File: src/hdl/dptr_defines.svh
// Constants for the dual data pointer unit
// Contract
// RULE1 - Two independent 16-bit pointers, pointer_zero and pointer_one.
// RULE2 - pointer_select 0 picks pointer_zero, 1 picks pointer_one.
// RULE3 - Selected pointer is read and written at 82H low, 83H high.
// RULE4 - Unselected pointer is read and written at D4H low, D5H high.
// RULE5 - Changing pointer_select swaps the register pair mapping, contents unchanged.
// RULE6 - aux_control_one bit 2 reads zero, ignores writes; increment toggles select.
// RULE7 - Prefix opcode 0A5H inverts pointer_select for the next instruction only.
// RULE8 - Indirect jump ignores the prefix, always uses pointer_select.
// RULE9 - Load, increment, MOVC, MOVX use selected pointer; inverted forms use other.
// RULE10 - Decrement bit per pointer turns its increment into decrement.
// RULE11 - Decrement bits also set direction of automatic post-access updates.
// RULE12 - With update bit set, MOVC and MOVX adjust the used pointer by one.
// RULE13 - Software clears pointer_config before calling flash routines.
// RULE14 - Interrupt code saves and restores pointers and pointer modes.
// RULE15 - pointer_select is bit 0 of aux_control_one at A2H, resets 0.
// RULE16 - pointer_config lives at A1H, implemented bits reset to zero.
// RULE17 - Pointer steps wrap modulo 65536, no flags, no side effects.
// RULE18 - Each update bit governs only its own pointer, when that pointer is used.
`ifndef DPTR_DEFINES_SVH
`define DPTR_DEFINES_SVH

`define PTR_W 16
`define SFR_SEL_LO 8'h82
`define SFR_SEL_HI 8'h83
`define SFR_ALT_LO 8'hd4
`define SFR_ALT_HI 8'hd5
`define SFR_AUX1 8'ha2
`define SFR_PCFG 8'ha1
`define PREFIX_OPCODE 8'ha5

`define AUX1_SEL_BIT 0
`define AUX1_ZERO_BIT 2
`define AUX1_RESET 8'h00
`define AUX1_KEEP_MASK 8'hf9

`define PCFG_DEC0_BIT 4
`define PCFG_DEC1_BIT 5
`define PCFG_UPD0_BIT 6
`define PCFG_UPD1_BIT 7
`define PCFG_RESET 8'h00
`define PCFG_KEEP_MASK 8'hf0

`endif

File: src/hdl/dptr_pkg.sv
// Types shared by the dual data pointer unit
package dptr_pkg;
  typedef enum logic [2:0] {
    OP_NONE = 3'b000,
    OP_LOAD = 3'b001,
    OP_INC = 3'b010,
    OP_MOVC = 3'b011,
    OP_MOVX = 3'b100,
    OP_JMP = 3'b101
  } ptr_op_t;
endpackage

File: src/hdl/ptr_slot_if.sv
// Control and value bundle between the unit and one pointer slot
`timescale 1ns/10ps
interface ptr_slot_if;
  logic wr_lo;
  logic wr_hi;
  logic [7:0] wdata;
  logic load;
  logic [15:0] load_val;
  logic step;
  logic down;
  logic [15:0] value;
  modport owner (output wr_lo, output wr_hi, output wdata, output load, output load_val,
                 output step, output down, input value);
  modport slot (input wr_lo, input wr_hi, input wdata, input load, input load_val,
                input step, input down, output value);
endinterface

File: src/hdl/dual_data_pointer_unit.sv
// Dual data pointer unit: two pointers, select, prefix and auto-update
`timescale 1ns/10ps
`include "dptr_defines.svh"
module dual_data_pointer_unit (
  // Clock and reset
  input wire logic clk,
  input wire logic rst,
  // Special-function register port
  input wire logic [7:0] sfr_addr,
  input wire logic sfr_wr,
  input wire logic [7:0] sfr_wdata,
  output logic [7:0] sfr_rdata_ff,
  output logic sfr_hit_ff,
  // Opcode fetch from the decoder
  input wire logic fetch_valid,
  input wire logic [7:0] fetch_byte,
  // Instruction execute from the datapath
  input wire dptr_pkg::ptr_op_t op,
  input wire logic [15:0] op_imm,
  // Access address toward memory
  output logic [15:0] access_addr_ff,
  output logic access_valid_ff,
  output dptr_pkg::ptr_op_t access_op_ff,
  // Mode state
  output logic select_ff,
  output logic prefix_ff
);
  // ****************************************
  // Control registers
  // ****************************************
  logic [7:0] aux_ff;
  logic [7:0] pcfg_ff;
  logic nxt_prefix;

  wire wr_aux = sfr_wr && (sfr_addr == `SFR_AUX1);
  wire wr_pcfg = sfr_wr && (sfr_addr == `SFR_PCFG);
  wire sel = aux_ff[`AUX1_SEL_BIT];
  wire [1:0] dec = {pcfg_ff[`PCFG_DEC1_BIT], pcfg_ff[`PCFG_DEC0_BIT]};
  wire [1:0] upd = {pcfg_ff[`PCFG_UPD1_BIT], pcfg_ff[`PCFG_UPD0_BIT]};

  // Bit 2 and bit 1 are never stored, so an increment of the whole register
  // can only toggle the select bit and never carries upward
  always_ff @(posedge clk) begin
    if (rst) begin
      aux_ff <= `AUX1_RESET; // RULE15
    end else if (wr_aux) begin
      aux_ff <= sfr_wdata & `AUX1_KEEP_MASK; // RULE6
    end
  end

  always_ff @(posedge clk) begin
    if (rst) begin
      pcfg_ff <= `PCFG_RESET; // RULE16
    end else if (wr_pcfg) begin
      pcfg_ff <= sfr_wdata & `PCFG_KEEP_MASK;
    end
  end

  // ****************************************
  // Prefix tracking
  // ****************************************
  // The prefix lives from its own fetch to the end of the next instruction
  always_comb begin
    nxt_prefix = prefix_ff;
    if (op != dptr_pkg::OP_NONE) begin
      nxt_prefix = 1'b0;
    end
    if (fetch_valid) begin
      nxt_prefix = (fetch_byte == `PREFIX_OPCODE); // RULE7
    end
  end

  always_ff @(posedge clk) begin
    if (rst) begin
      prefix_ff <= 1'b0;
    end else begin
      prefix_ff <= nxt_prefix;
    end
  end

  // ****************************************
  // Instruction routing
  // ****************************************
  logic target;
  logic step;
  logic down;
  logic load;

  ptr_route u_route (
    .op(op),
    .prefix(prefix_ff),
    .sel(sel),
    .dec(dec),
    .upd(upd),
    .target(target),
    .step(step),
    .down(down),
    .load(load)
  );

  // ****************************************
  // Pointer slots
  // ****************************************
  ptr_slot_if sif [2] ();
  logic [15:0] val [2];

  // Slot i sits at the selected pair when i equals the select bit
  wire wr_sel_lo = sfr_wr && (sfr_addr == `SFR_SEL_LO);
  wire wr_sel_hi = sfr_wr && (sfr_addr == `SFR_SEL_HI);
  wire wr_alt_lo = sfr_wr && (sfr_addr == `SFR_ALT_LO);
  wire wr_alt_hi = sfr_wr && (sfr_addr == `SFR_ALT_HI);

  genvar gi;
  generate
    for (gi = 0; gi < 2; gi++) begin : g_slot
      wire is_sel = (sel == 1'(gi));
      wire is_tgt = (target == 1'(gi));
      assign sif[gi].wr_lo = is_sel ? wr_sel_lo : wr_alt_lo; // RULE3 RULE4 RULE5
      assign sif[gi].wr_hi = is_sel ? wr_sel_hi : wr_alt_hi; // RULE3 RULE4 RULE5
      assign sif[gi].wdata = sfr_wdata;
      assign sif[gi].load = load && is_tgt; // RULE9
      assign sif[gi].load_val = op_imm;
      assign sif[gi].step = step && is_tgt; // RULE12 RULE18
      assign sif[gi].down = down;
      assign val[gi] = sif[gi].value;
      ptr_slot #(
        .W(`PTR_W)
      ) u_slot (
        .clk(clk),
        .rst(rst),
        .s(sif[gi])
      );
    end
  endgenerate

  wire [15:0] sel_val = val[sel];
  wire [15:0] alt_val = val[~sel];

  // ****************************************
  // Register read port
  // ****************************************
  logic [7:0] rd_mux;
  logic rd_hit;

  always_comb begin
    rd_mux = 8'h00;
    rd_hit = 1'b1;
    case (sfr_addr)
      `SFR_SEL_LO: rd_mux = sel_val[7:0]; // RULE3
      `SFR_SEL_HI: rd_mux = sel_val[15:8]; // RULE3
      `SFR_ALT_LO: rd_mux = alt_val[7:0]; // RULE4
      `SFR_ALT_HI: rd_mux = alt_val[15:8]; // RULE4
      `SFR_AUX1: rd_mux = aux_ff; // RULE6
      `SFR_PCFG: rd_mux = pcfg_ff;
      default: rd_hit = 1'b0;
    endcase
  end

  always_ff @(posedge clk) begin
    if (rst) begin
      sfr_rdata_ff <= 8'h00;
      sfr_hit_ff <= 1'b0;
    end else begin
      sfr_rdata_ff <= rd_mux;
      sfr_hit_ff <= rd_hit;
    end
  end

  // ****************************************
  // Access address toward memory
  // ****************************************
  // The address is the pointer value before any post-update
  wire is_addr_op = (op == dptr_pkg::OP_MOVC) || (op == dptr_pkg::OP_MOVX) || (op == dptr_pkg::OP_JMP);
  wire nxt_sel_out = wr_aux ? sfr_wdata[`AUX1_SEL_BIT] : sel;

  always_ff @(posedge clk) begin
    if (rst) begin
      access_addr_ff <= 16'h0000;
      access_valid_ff <= 1'b0;
      access_op_ff <= dptr_pkg::OP_NONE;
      select_ff <= 1'b0;
    end else begin
      access_addr_ff <= is_addr_op ? val[target] : access_addr_ff; // RULE8 RULE9
      access_valid_ff <= is_addr_op;
      access_op_ff <= is_addr_op ? op : dptr_pkg::OP_NONE;
      select_ff <= nxt_sel_out;
    end
  end

endmodule

File: src/hdl/ptr_route.sv
// Picks the pointer an instruction acts on and how it moves
`timescale 1ns/10ps
module ptr_route (
  // Instruction
  input wire dptr_pkg::ptr_op_t op,
  input wire logic prefix,
  // Mode
  input wire logic sel,
  input wire logic [1:0] dec,
  input wire logic [1:0] upd,
  // Result
  output logic target,
  output logic step,
  output logic down,
  output logic load
);
  wire is_access = (op == dptr_pkg::OP_MOVC) || (op == dptr_pkg::OP_MOVX);

  assign target = (op == dptr_pkg::OP_JMP) ? sel : (sel ^ prefix); // RULE7 RULE8 RULE9 RULE2
  assign load = (op == dptr_pkg::OP_LOAD); // RULE9
  assign step = (op == dptr_pkg::OP_INC) || (is_access && upd[target]); // RULE12 RULE18
  assign down = dec[target]; // RULE10 RULE11
endmodule

File: src/hdl/ptr_slot.sv
// One pointer register with byte writes, load and step
`timescale 1ns/10ps
`include "dptr_defines.svh"
module ptr_slot #(
  parameter int W = `PTR_W
) (
  // Clock and reset
  input wire logic clk,
  input wire logic rst,
  // Control
  ptr_slot_if.slot s
);
  logic [W-1:0] ptr_ff;
  logic [W-1:0] nxt_ptr;
  wire [W-1:0] stepped = s.down ? ptr_ff - W'(1) : ptr_ff + W'(1); // RULE17

  // Byte writes from the register port win over an instruction in the same cycle
  always_comb begin
    nxt_ptr = ptr_ff;
    if (s.load) begin
      nxt_ptr = s.load_val[W-1:0];
    end else if (s.step) begin
      nxt_ptr = stepped; // RULE10 RULE11
    end
    if (s.wr_lo) begin
      nxt_ptr[7:0] = s.wdata;
    end
    if (s.wr_hi) begin
      nxt_ptr[W-1:8] = s.wdata[W-9:0];
    end
  end

  always_ff @(posedge clk) begin
    if (rst) begin
      ptr_ff <= '0;
    end else begin
      ptr_ff <= nxt_ptr; // RULE1
    end
  end

  assign s.value = 16'(ptr_ff);
endmodule

File: config.mk
export PLATFORM = sky130hd
export DESIGN_NAME = dual_data_pointer_unit
export DESIGN_NICKNAME = d
export VERILOG_FILES = /design/src/hdl/dptr_pkg.sv /design/src/hdl/ptr_slot_if.sv /design/src/hdl/dual_data_pointer_unit.sv /design/src/hdl/ptr_route.sv /design/src/hdl/ptr_slot.sv
export VERILOG_INCLUDE_DIRS = /design/src /design/src/hdl
export SDC_FILE = /design/constraint.sdc
export NUM_CORES = 1
export LEC_CHECK = 0
export BUFFER_PORTS_ARGS = -buffer_cell sky130_fd_sc_hd__buf_2
export CORE_ASPECT_RATIO = 0.7
export CORE_UTILIZATION = 59
export DETAILED_ROUTE_END_ITERATION = 10
export GPL_ROUTABILITY_DRIVEN = 1
export PLACE_DENSITY = 0.82
export SYNTH_ARGS = -nofsm -noshare
export SYNTH_HDL_FRONTEND = slang
export SYNTH_SLANG_ARGS = --single-unit
File: constraint.sdc
create_clock -name clk -period 6.3 [get_ports clk]
set_input_delay 0.945 -clock clk [delete_from_list [all_inputs] [get_ports clk]]
set_output_delay 0.945 -clock clk [all_outputs]
set_load 0.01 [all_outputs]
==> summary.md, run 1 <==
| Metric | Value |
|---|---|
| Status | `finished, final reports clean` |
| Worst-path clk slew | `0.06 ns` |
| Rows | `29` |
| Clock tree sinks | `73` |
| Initial Utilization | `61.3%` |
| CTS tree | `built` |
| Final Net Count | `836` |
| Power density over the cells | `180 nW/um^2` |
| Synth-to-layout area growth | `13.4%` |
| Final min period | `5.03 ns` |
| Post-DP HPWL | `14,700 microns` |
| H-tree levels | `3` |
| Slew Viols, Final | `0` |
| Post-synthesis sequential area ratio | `26.2%` |
| Fmax | `0.199 GHz` |
| Utilization after layout | `69.6%` |
| Clk Tree Root Cell | `clkbuf_16` |
| Synth top area share | `26.2%` |
| Grt ovf | `0` |
| Post-synth EDFFs | `0` |
| First-pass GRT wire length | `30,500 microns` |
| Worst Clk Skew | `0.00568 ns` |
| Post-Syn Nets | `775` |
| DRT iter0 DRCs | `774` |
| Arrival time at the worst endpoint | `5.26 ns` |
| Pin count of the biggest net entering global routing | `41` |
| Maxcap violations | `0` |
| Async SR Flop Fraction | `0%` |
| Met2 Track Usage GR | `58.9%` |
| DRT antenna net count | `0` |
| Slew @ Worst Pin | `1.37 ns` |
| M1 GR Usage | `54.5%` |
| Setup crit start kind | `flip-flop` |
| Cell Area, Synth | `5590 sq um` |
| Fin cells | `882` |
| Detailed Routing Iterations Pass 1 | `7` |
| Die area | `9870 sq um` |
| Worst-Skew Late Latency | `0.34 ns` |
| Top fanout value on the critical path | `34` |
| RSZ-0062 raised after global routing | `false` |
| Setup bufs post-CTS | `0` |
| Leakage | `2.68 nW` |
| Core footprint | `9110 sq um` |
| Die height | `83.4 microns` |
| CP endpoint kind | `flip-flop` |
| Gpl congestion | `0.952` |
| Synthesized area per cell | `8.07 sq um` |
| Relative slew slack | `8.05%` |
| Count of cell types in the netlist | `77` |
| # resized after CTS | `0` |
| Final Setup Violations | `0` |
| Io pins | `78` |
| Vias in the first global route | `5,523` |
| Register bit total from synthesis | `73` |
| Final hold violations | `0` |
| Vias post-DR | `6,140` |
| Placed Instances | `866` |
| Max VDD drop | `134 uV` |
| Synth Flop Type | `dfxtp_1` |
| Clock buffer depth | `2` |
| Overall routing resource usage | `40.1%` |
| Drt total wl | `19,600 microns` |
| Hold Crit Class | `flip-flop to flip-flop` |
| PortBufs | `77` |
| GR peak layer | `met2` |
| Period utilization | `79.9%` |
| Die width | `118 microns` |
| Initial antenna violation count | `0` |
| Drt wl/cell | `22.2 microns` |
| Crit path required time | `6.53 ns` |
| Via density | `6.96` |
| Sum of negative setup slack | `0 ns` |
| CTS Buf Count | `9` |
| Worst setup path category | `flip-flop to flip-flop` |
| Cts hold-fix bufs | `0` |
| Met3 Usage GRT | `10.4%` |
| Top area cells in the synthesized netlist | `dfxtp_1, ha_1, mux2i_1` |
| Synth area leader | `dfxtp_1` |
| Share of cells above drive strength 1 | `16.5%` |
| Yosys Warn Count | `0` |
| Synth Instances | `692` |
| Number of diodes | `0` |
| DRC Markers | `0` |
[metrics by stage]
step           area [sq um]  total power, mW  hold slack, ns  worst slack [ns]
6_report               6330             1.14           0.448              1.27
5_1_grt                6330             1.17           0.474              1.02
4_1_cts                6330             1.13           0.452              1.39
3_5_place_dp           6030            0.613           0.438              1.26
3_3_place_gp           6030            0.610           0.430              1.45
2_1_floorplan          5590            0.558           0.446              1.60
[critical path, stage by stage (launching register included)]
cell	delay, ns
dfxtp_1	0.99
nand2_1	0.17
o221ai_2	0.24
buf_4	0.34
mux2i_1	0.65
inv_1	0.09
buf_4	0.30
ha_1	0.39
nor2b_1	0.17
o31a_1	0.29
o41a_1	0.44
o221a_2	0.27
or3_1	0.34
a31o_2	0.23
[sequential cells by signal (all words and copies together) (netlist names)]
register,count
g_slot.u_slot.s.value,32
access_addr_ff,16
sfr_rdata_ff,8
aux_ff,6
pcfg_ff,4
access_op_ff,3
access_valid_ff,1
prefix_ff,1
select_ff,1
sfr_hit_ff,1
[routing by layer]
layer	share of wire (%)	vias to the layer above
li1	-	2777
met2	41	455
met4	5.0	0
met5	0	-
met3	13	98
met1	41	2810
[cells in the final DEF, fill, tap and decap left out, drive strengths merged, types with 15 or more instances in the layout]
cell   count
mux2i     29
a21oi     60
inv       18
nand3     16
nand2     70
nor2      54
dfxtp     73
buf       83
ha        34
o21ai     41
o21a      16
a22oi     15
[layout make-up]
class,instances,area (sq um)
Sequential cell,73,1460
Inverter,15,56.3
Clock buffer,9,225
Clock inverter,7,75.1
Tap cell,124,155
Fill cell,786,2770
Multi-Input combinational cell,571,3930
Timing Repair Buffer,83,430
[cell usage after synthesis (4+ instances only)]
| cell type | number |
|---|---|
| dfxtp_1 | 73 |
| a22oi_1 | 15 |
| a221oi_1 | 13 |
| buf_2 | 9 |
| buf_1 | 4 |
| ha_1 | 34 |
| o21bai_1 | 4 |
| o31ai_1 | 5 |
| xnor2_1 | 8 |
| mux2_2 | 6 |
| nand2b_1 | 9 |
| and3_1 | 12 |
| nor2b_1 | 7 |
| a21oi_1 | 56 |
| o211ai_1 | 14 |
| a211o_1 | 7 |
| nand3_1 | 14 |
| inv_1 | 15 |
| and2_1 | 7 |
| o21ai_0 | 41 |
| a211oi_1 | 14 |
| mux2i_1 | 29 |
| clkbuf_1 | 19 |
| o21a_1 | 16 |
| o2bb2ai_1 | 4 |
| nor3_1 | 14 |
| a2111o_1 | 4 |
| o211a_1 | 4 |
| nand2_1 | 69 |
| nand3b_1 | 6 |
| a21o_1 | 14 |
| or3_1 | 4 |
| a31oi_1 | 8 |
| o2111ai_1 | 6 |
| nor2_1 | 53 |
| o32ai_1 | 5 |
| xor2_1 | 6 |
| nand4_1 | 5 |
[final timing paths]
kind / cells past startpoint / end / slack [ns] / startpoint
max: 13 / g_slot[0].u_slot.s.value[12] / 1.27 / aux_ff[0]
max reg2reg: 13 / g_slot[0].u_slot.s.value[12] / 1.27 / aux_ff[0]
min: 2 / access_addr_ff[12] / 0.45 / access_addr_ff[12]
min reg2reg: 2 / access_addr_ff[12] / 0.45 / access_addr_ff[12]
[cells by family after synthesis]
family | Yosys count | share of synthesized area [%]
compound gates | 262 | 33.0
xor+xnor | 14 | 2.20
fa+ha+maj | 36 | 8.33
buf+inv | 48 | 3.56
flops | 73 | 26.2
mux | 35 | 6.41
simple gates | 224 | 20.4
[power breakdown]
part           internal [mW]  switching (mW)  total (mW)
clock network          0.310           0.219       0.529
logic                 0.0429          0.0812       0.124
registers              0.471          0.0151       0.486
(Power assumes the default switching activity.)
==> inputs of run 2 (changes only) <==
==> constraint.sdc (replaced) <==
create_clock -name clk -period 4.73 [get_ports clk]
set_input_delay 0.7095 -clock clk [delete_from_list [all_inputs] [get_ports clk]]
set_output_delay 0.7095 -clock clk [all_outputs]
set_load 0.01 [all_outputs]
==> run 2 against run 1 <==
Compared with the run above: power rose by 35%; clock power grew 38%; core utilization increased by 0.26 points; count of clock-buffer cells in the layout rose by 1; critical endpoint is now g_slot[1].u_slot.s.value[7]; largest power group unchanged; highest routed layer unchanged.
==> summary.md, run 2 (synthesis gave the netlist of run 1 again) <==
| Metric | Value |
|---|---|
| Fmax | `0.262 GHz` |
| Drt total wl | `19,800 microns (was 19,600 microns)` |
| CP endpoint kind | `flip-flop (unchanged)` |
| Worst setup path category | `input pin to flip-flop (was flip-flop to flip-flop)` |
| Max VDD drop | `151 uV (was 134 uV)` |
| Via density | `7.02 (was 6.96)` |
| Final min period | `3.82 ns` |
| Drt wl/cell | `22.5 microns (was 22.2 microns)` |
| Pin count of the biggest net entering global routing | `41 (unchanged)` |
| First-pass GRT wire length | `30,800 microns (was 30,500 microns)` |
| Io pins | `78 (unchanged)` |
| Gpl congestion | `1.03 (was 0.952)` |
| Hold Crit Class | `flip-flop to flip-flop (unchanged)` |
| Period utilization | `80.8%` |
| DRT iter0 DRCs | `797 (was 774)` |
| Final Net Count | `837 (was 836)` |
| Top fanout value on the critical path | `26 (was 34)` |
| PortBufs | `77 (unchanged)` |
| DRT antenna net count | `0 (unchanged)` |
| Fill cell count | `785 (was 786)` |
| Setup bufs post-CTS | `0 (unchanged)` |
| Die width | `118 microns (unchanged)` |
| Vias in the first global route | `5,610 (was 5,523)` |
| Register area | `1460 sq um (unchanged)` |
| Largest delay share family, worst path | `compound AO/OA/AOI/OAI gates (unchanged)` |
| Die height | `83.4 microns (unchanged)` |
| Initial antenna violation count | `0 (unchanged)` |
| Share of cells above drive strength 1 | `16.7% (was 16.5%)` |
| Relative slew slack | `25.1% (was 8.05%)` |
| Slowest-stage cell, CP | `or3_1 (was dfxtp_1)` |
| Arrival time at the worst endpoint | `4.07 ns (was 5.26 ns)` |
| Post-route setup slack | `0.909 ns (was 1.27 ns)` |
| Clock tree sinks | `73 (unchanged)` |
| Worst Clk Skew | `0.00669 ns (was 0.00568 ns)` |
| Clk Tree Root Cell | `clkbuf_16 (unchanged)` |
| Slew Viols, Final | `0 (unchanged)` |
| Power density over the cells | `243 nW/um^2 (was 180 nW/um^2)` |
| CTS Buf Count | `9 (unchanged)` |
| Most common cell after layout, fill and taps aside | `buf_2 (unchanged)` |
| RSZ-0062 raised after global routing | `false (unchanged)` |
| CTS tree | `built (unchanged)` |
| Core footprint | `9110 sq um (unchanged)` |
| Number of diodes | `0 (unchanged)` |
| Worst-Skew Late Latency | `0.35 ns (was 0.34 ns)` |
| Final Setup Violations | `0 (unchanged)` |
| Setup slack after placement | `0.642 ns (was 1.26 ns)` |
| Crit-path cells | `buf_2, nand2b_1, o221ai_2, mux2i_1, inv_1, buf_4, ha_1, o21ai_0, or3_1, and2_1, xor2_1, o2111a_1, a2111oi_2 (was nand2_1, o221ai_2, buf_4, mux2i_1, inv_1, buf_4, ha_1, nor2b_1, o31a_1, o41a_1, o221a_2, or3_1, a31o_2)` |
| DRC Markers | `0 (unchanged)` |
| Synth-to-layout area growth | `13.8% (was 13.4%)` |
| H-tree levels | `3 (unchanged)` |
| Buf/Inv on CP | `3 (unchanged)` |
| Max reg flops | `32 (unchanged)` |
| Cts hold-fix bufs | `0 (unchanged)` |
| Multi-input logic area | `3940 sq um (was 3930 sq um)` |
| Die area | `9870 sq um (unchanged)` |
| # resized after CTS | `0 (unchanged)` |
| Crit path required time | `4.97 ns (was 6.53 ns)` |
| Detailed Routing Iterations Pass 1 | `6 (was 7)` |
| Final hold violations | `0 (unchanged)` |
| Slew @ Worst Pin | `1.12 ns (was 1.37 ns)` |
| Utilization after layout | `69.8% (was 69.6%)` |
| Most frequent cells in the layout | `buf_2, dfxtp_1, nand2_1, a21oi_1, nor2_1 (unchanged)` |
| Vias post-DR | `6,197 (was 6,140)` |
| Reg-to-reg slack, setup | `0.94 ns (was 1.27 ns)` |
| Worst-path clk slew | `0.07 ns (was 0.06 ns)` |
| Initial Utilization | `61.3% (unchanged)` |
| Overall routing resource usage | `40.6% (was 40.1%)` |
| Setup crit start kind | `input pin (was flip-flop)` |
| Grt ovf | `0 (unchanged)` |
| Leakage | `2.69 nW (was 2.68 nW)` |
| Rows | `29 (unchanged)` |
| Critical path's largest stage delay | `0.44 ns (was 0.99 ns)` |
| Clock buffer depth | `2 (unchanged)` |
| Post-DP HPWL | `14,900 microns (was 14,700 microns)` |
| Status | `finished, final reports clean (unchanged)` |
| Maxcap violations | `0 (unchanged)` |
| Sum of negative setup slack | `0 ns (unchanged)` |
run 2: cell count changes in the layout (fill, tap and decap cells not counted), sizes merged:
cell / previous run / this run
clkinvlp: 0 / 1
clkinv: 3 / 1
buf: 83 / 84
clkbuf: 9 / 10
run 2: layer usage:
layer / global-route usage, % / routed length (microns) / vias to the layer above
li1: - / - / 2777
met1: 55.8 / 7910 / 2858
met2: 58.1 / 7960 / 484
met3: 12.2 / 3110 / 78
met4: 17.9 / 857 / 0
met5: 0 / 0 / -
run 2: worst register-to-register path: stages, from the launching register on:
cell and delay [ns]:
dfxtp_1 0.31, buf_4 0.30, nand2_1 0.12, o221ai_2 0.24
mux2i_1 0.33, inv_1 0.23, buf_4 0.30, ha_1 0.41
o21ai_0 0.13, or3_1 0.44, and2_1 0.21, xor2_1 0.14
o2111a_1 0.24, a2111oi_2 0.32
run 2: area by class of cell:
type                       instances  area share (%)
clock buffer                      10            3.76
clock inverter                     6            1.14
inverter                          15           0.885
multi-input combinational        571            61.9
sequential                        73            23.0
tap                              124            2.44
timing repair buffer              84            6.89
run 2: path summary, 6_finish.rpt:
check             cells after the start                          end                from
setup / recovery                     13  g_slot[1].u_slot.s.value[7]               op[1]
hold / removal                        2           access_addr_ff[10]  access_addr_ff[10]
setup reg to reg                     13  g_slot[1].u_slot.s.value[7]           aux_ff[0]
hold reg to reg                       2           access_addr_ff[10]  access_addr_ff[10]
run 2: power by group:
group | total [mW] | internal [mW] | switching, mW
logic | 0.168 | 0.0573 | 0.110
clock network | 0.728 | 0.430 | 0.298
registers | 0.647 | 0.627 | 0.0206
total | 1.54 | 1.11 | 0.429
run 2: through the flow:
| stage | area (sq um) | total power, mW | hold WS, ns | instances |
|---|---|---|---|---|
| 2_1_floorplan | 5590 | 0.743 | 0.446 | 692 |
| 3_3_place_gp | 6040 | 0.812 | 0.432 | 867 |
| 3_5_place_dp | 6040 | 0.817 | 0.442 | 867 |
| 4_1_cts | 6350 | 1.53 | 0.457 | 883 |
| 5_1_grt | 6360 | 1.57 | 0.477 | 883 |
| 6_report | 6360 | 1.54 | 0.453 | 883 |
==> inputs of run 3 (changes only) <==
--- a/config.mk
+++ b/config.mk
@@ -8,10 +8,10 @@
 export LEC_CHECK = 0
 export BUFFER_PORTS_ARGS = -buffer_cell sky130_fd_sc_hd__buf_2
 export CORE_ASPECT_RATIO = 0.7
-export CORE_UTILIZATION = 59
+export CORE_UTILIZATION = 53
 export DETAILED_ROUTE_END_ITERATION = 10
 export GPL_ROUTABILITY_DRIVEN = 1
-export PLACE_DENSITY = 0.82
+export PLACE_DENSITY = 0.77
 export SYNTH_ARGS = -nofsm -noshare
 export SYNTH_HDL_FRONTEND = slang
 export SYNTH_SLANG_ARGS = --single-unit
==> constraint.sdc (replaced) <==
create_clock -name clk -period 3.4 [get_ports clk]
set_input_delay 0.51 -clock clk [delete_from_list [all_inputs] [get_ports clk]]
set_output_delay 0.51 -clock clk [all_outputs]
set_load 0.01 [all_outputs]
==> run 3 against run 2 <==
Compared with the run above: critical path depth rose by 1; hold slack got worse by 0.0055 ns; register-to-register slack got worse by 0.87 ns; core utilization fell by 0.43 points; routed wire length rose by 8.7%; power rose by 46%; first-iteration DRC count rose by 24%; combinational power rose by 51%; non-clock buffer count rose by 56; count of clock-buffer cells in the layout did not move; critical path type unchanged; highest routed layer unchanged.
==> summary.md, run 3 (synthesis gave the netlist of run 1 again) <==
| Metric | Value |
|---|---|
| Status | `finished, final reports clean (unchanged)` |
| PortBufs | `77 (unchanged)` |
| CTS Buf Count | `9 (unchanged)` |
| Most common cell after layout, fill and taps aside | `buf_2 (unchanged)` |
| DRC Markers | `0 (unchanged)` |
| Worst-path clk slew | `0.06 ns (was 0.07 ns)` |
| Worst Clk Skew | `0.00656 ns (was 0.00669 ns)` |
| Pwr Total | `2.25 mW (was 1.54 mW)` |
| Gpl congestion | `1.01 (was 1.03)` |
| First-pass GRT wire length | `33,300 microns (was 30,800 microns)` |
| Drt total wl | `21,600 microns (was 19,800 microns)` |
| Fmax | `0.300 GHz` |
| Fill cell count | `823 (was 785)` |
| Final min period | `3.33 ns` |
| Worst setup path category | `input pin to flip-flop (unchanged)` |
| Io pins | `78 (unchanged)` |
| Synth-to-layout area growth | `23.6% (was 13.8%)` |
| Vias post-DR | `6,442 (was 6,197)` |
| Cts hold-fix bufs | `0 (unchanged)` |
| Sum of negative setup slack | `0 ns (unchanged)` |
| Relative slew slack | `33.0% (was 25.1%)` |
| CTS tree | `built (unchanged)` |
| Power density over the cells | `327 nW/um^2 (was 243 nW/um^2)` |
| Core footprint | `9950 sq um (was 9110 sq um)` |
| Slew @ Worst Pin | `1.00 ns (was 1.12 ns)` |
| Maxcap violations | `0 (unchanged)` |
| Initial antenna violation count | `0 (unchanged)` |
| DRT antenna net count | `0 (unchanged)` |
| Clock buffer depth | `2 (unchanged)` |
| Overall routing resource usage | `40.0% (was 40.6%)` |
| CP endpoint kind | `flip-flop (unchanged)` |
| Pin count of the biggest net entering global routing | `40 (was 41)` |
| Clock tree sinks | `73 (unchanged)` |
| Rows | `30 (was 29)` |
| Post-DP HPWL | `16,600 microns (was 14,900 microns)` |
| Die width | `125 microns (was 118 microns)` |
| Crit path required time | `3.63 ns (was 4.97 ns)` |
| Clk Tree Root Cell | `clkbuf_16 (unchanged)` |
| Vias in the first global route | `5,925 (was 5,610)` |
| Slew Viols, Final | `0 (unchanged)` |
| Period utilization | `98.1%` |
| Worst-Skew Late Latency | `0.34 ns (was 0.35 ns)` |
| Most frequent cells in the layout | `buf_2, dfxtp_1, nand2_1, buf_4, a21oi_1 (was buf_2, dfxtp_1, nand2_1, a21oi_1, nor2_1)` |
| H-tree levels | `3 (unchanged)` |
| Die height | `87.9 microns (was 83.4 microns)` |
| Grt ovf | `0 (unchanged)` |
| Top fanout value on the critical path | `14 (was 26)` |
| Drt wl/cell | `22.9 microns (was 22.5 microns)` |
| Post-route setup slack | `0.0655 ns (was 0.909 ns)` |
| Final hold violations | `0 (unchanged)` |
| Setup crit start kind | `input pin (unchanged)` |
| Leakage | `2.97 nW (was 2.69 nW)` |
| Max reg flops | `32 (unchanged)` |
| Final Net Count | `893 (was 837)` |
| DRT iter0 DRCs | `990 (was 797)` |
| Max VDD drop | `222 uV (was 151 uV)` |
| Final Setup Violations | `0 (unchanged)` |
| Number of diodes | `0 (unchanged)` |
| Share of cells above drive strength 1 | `23.3% (was 16.7%)` |
| Initial Utilization | `56.2% (was 61.3%)` |
| Setup slack after placement | `-0.256 ns (was 0.642 ns)` |
| Arrival time at the worst endpoint | `3.56 ns (was 4.07 ns)` |
| Detailed Routing Iterations Pass 1 | `6 (unchanged)` |
| Via density | `6.83 (was 7.02)` |
| Hold Crit Class | `flip-flop to flip-flop (unchanged)` |
| Die area | `11,000 sq um (was 9870 sq um)` |
run 3: cell types whose count changed in the layout (fill, tap and decap cells not counted), sizes merged:
| cell | previous run | this run |
|---|---|---|
| clkinvlp | 1 | 2 |
| buf | 84 | 140 |
| bufinv | 1 | 3 |
| inv | 18 | 15 |
run 3: timing repair:
action | 4_1_cts | 5_1_grt
endpoints found under the hold margin | 0 | 0
resized for setup | 0 | 4
buffers inserted | 0 | 1
setup endpoints to repair | 0 | 9
run 3: report_power, final:
| group | internal (mW) | switching (mW) | total (mW) | leakage [nW] |
|---|---|---|---|---|
| Combinational | 0.0970 | 0.156 | 0.253 | 2.22 |
| Sequential | 0.872 | 0.0249 | 0.897 | 0.591 |
| Clock | 0.721 | 0.384 | 1.10 | 0.163 |
run 3: metrics by stage:
| stage | instances | hold WS (ns) | instance area, sq um | util [%] |
|---|---|---|---|---|
| after detailed placement | 926 | 0.440 | 6530 | 65.6 |
| after CTS | 942 | 0.453 | 6870 | 69.1 |
| final | 943 | 0.448 | 6900 | 69.4 |
| after global routing | 943 | 0.473 | 6900 | 69.4 |
| after floorplan | 692 | 0.446 | 5680 | - |
| after global placement | 926 | 0.430 | 6530 | 65.6 |
run 3: final timing paths:
check | startpoint | end | slack [ns] | depth (start not counted)
min | access_addr_ff[12] | access_addr_ff[12] | 0.45 | 2
max | op[0] | g_slot[1].u_slot.s.value[7] | 0.07 | 14
max reg2reg | prefix_ff | g_slot[1].u_slot.s.value[7] | 0.07 | 13
min reg2reg | access_addr_ff[12] | access_addr_ff[12] | 0.45 | 2
run 3: metal layers:
| metal | wire [microns] | vias up | global-route usage [%] |
|---|---|---|---|
| met3 | 2770 | 74 | 11.2 |
| met4 | 683 | 0 | 13.5 |
| met2 | 8830 | 419 | 60.0 |
| met1 | 9280 | 3057 | 55.2 |
| li1 | - | 2892 | - |
| met5 | 0 | - | 0 |
run 3: worst max-delay path, cell delays in order:
cell and delay, ns:
buf_2 0.13, and3b_1 0.21, o221ai_4 0.22, mux2i_4 0.31, clkinvlp_4 0.13, buf_12 0.16, buf_4 0.20, ha_1 0.31
nand3_1 0.07, or3_1 0.32, and2_1 0.20, xor2_1 0.18, o2111a_1 0.26, a2111oi_2 0.33
run 3: area by class of cell:
class | count | area (sq um) | share of cell area [%]
tap | 128 | 160 | 2.32
timing repair buffer | 140 | 871 | 12.6
sequential | 73 | 1460 | 21.2
inverter | 15 | 60.1 | 0.870
clock inverter | 6 | 115 | 1.67
multi-input combinational | 571 | 4000 | 58.0
clock buffer | 10 | 229 | 3.32
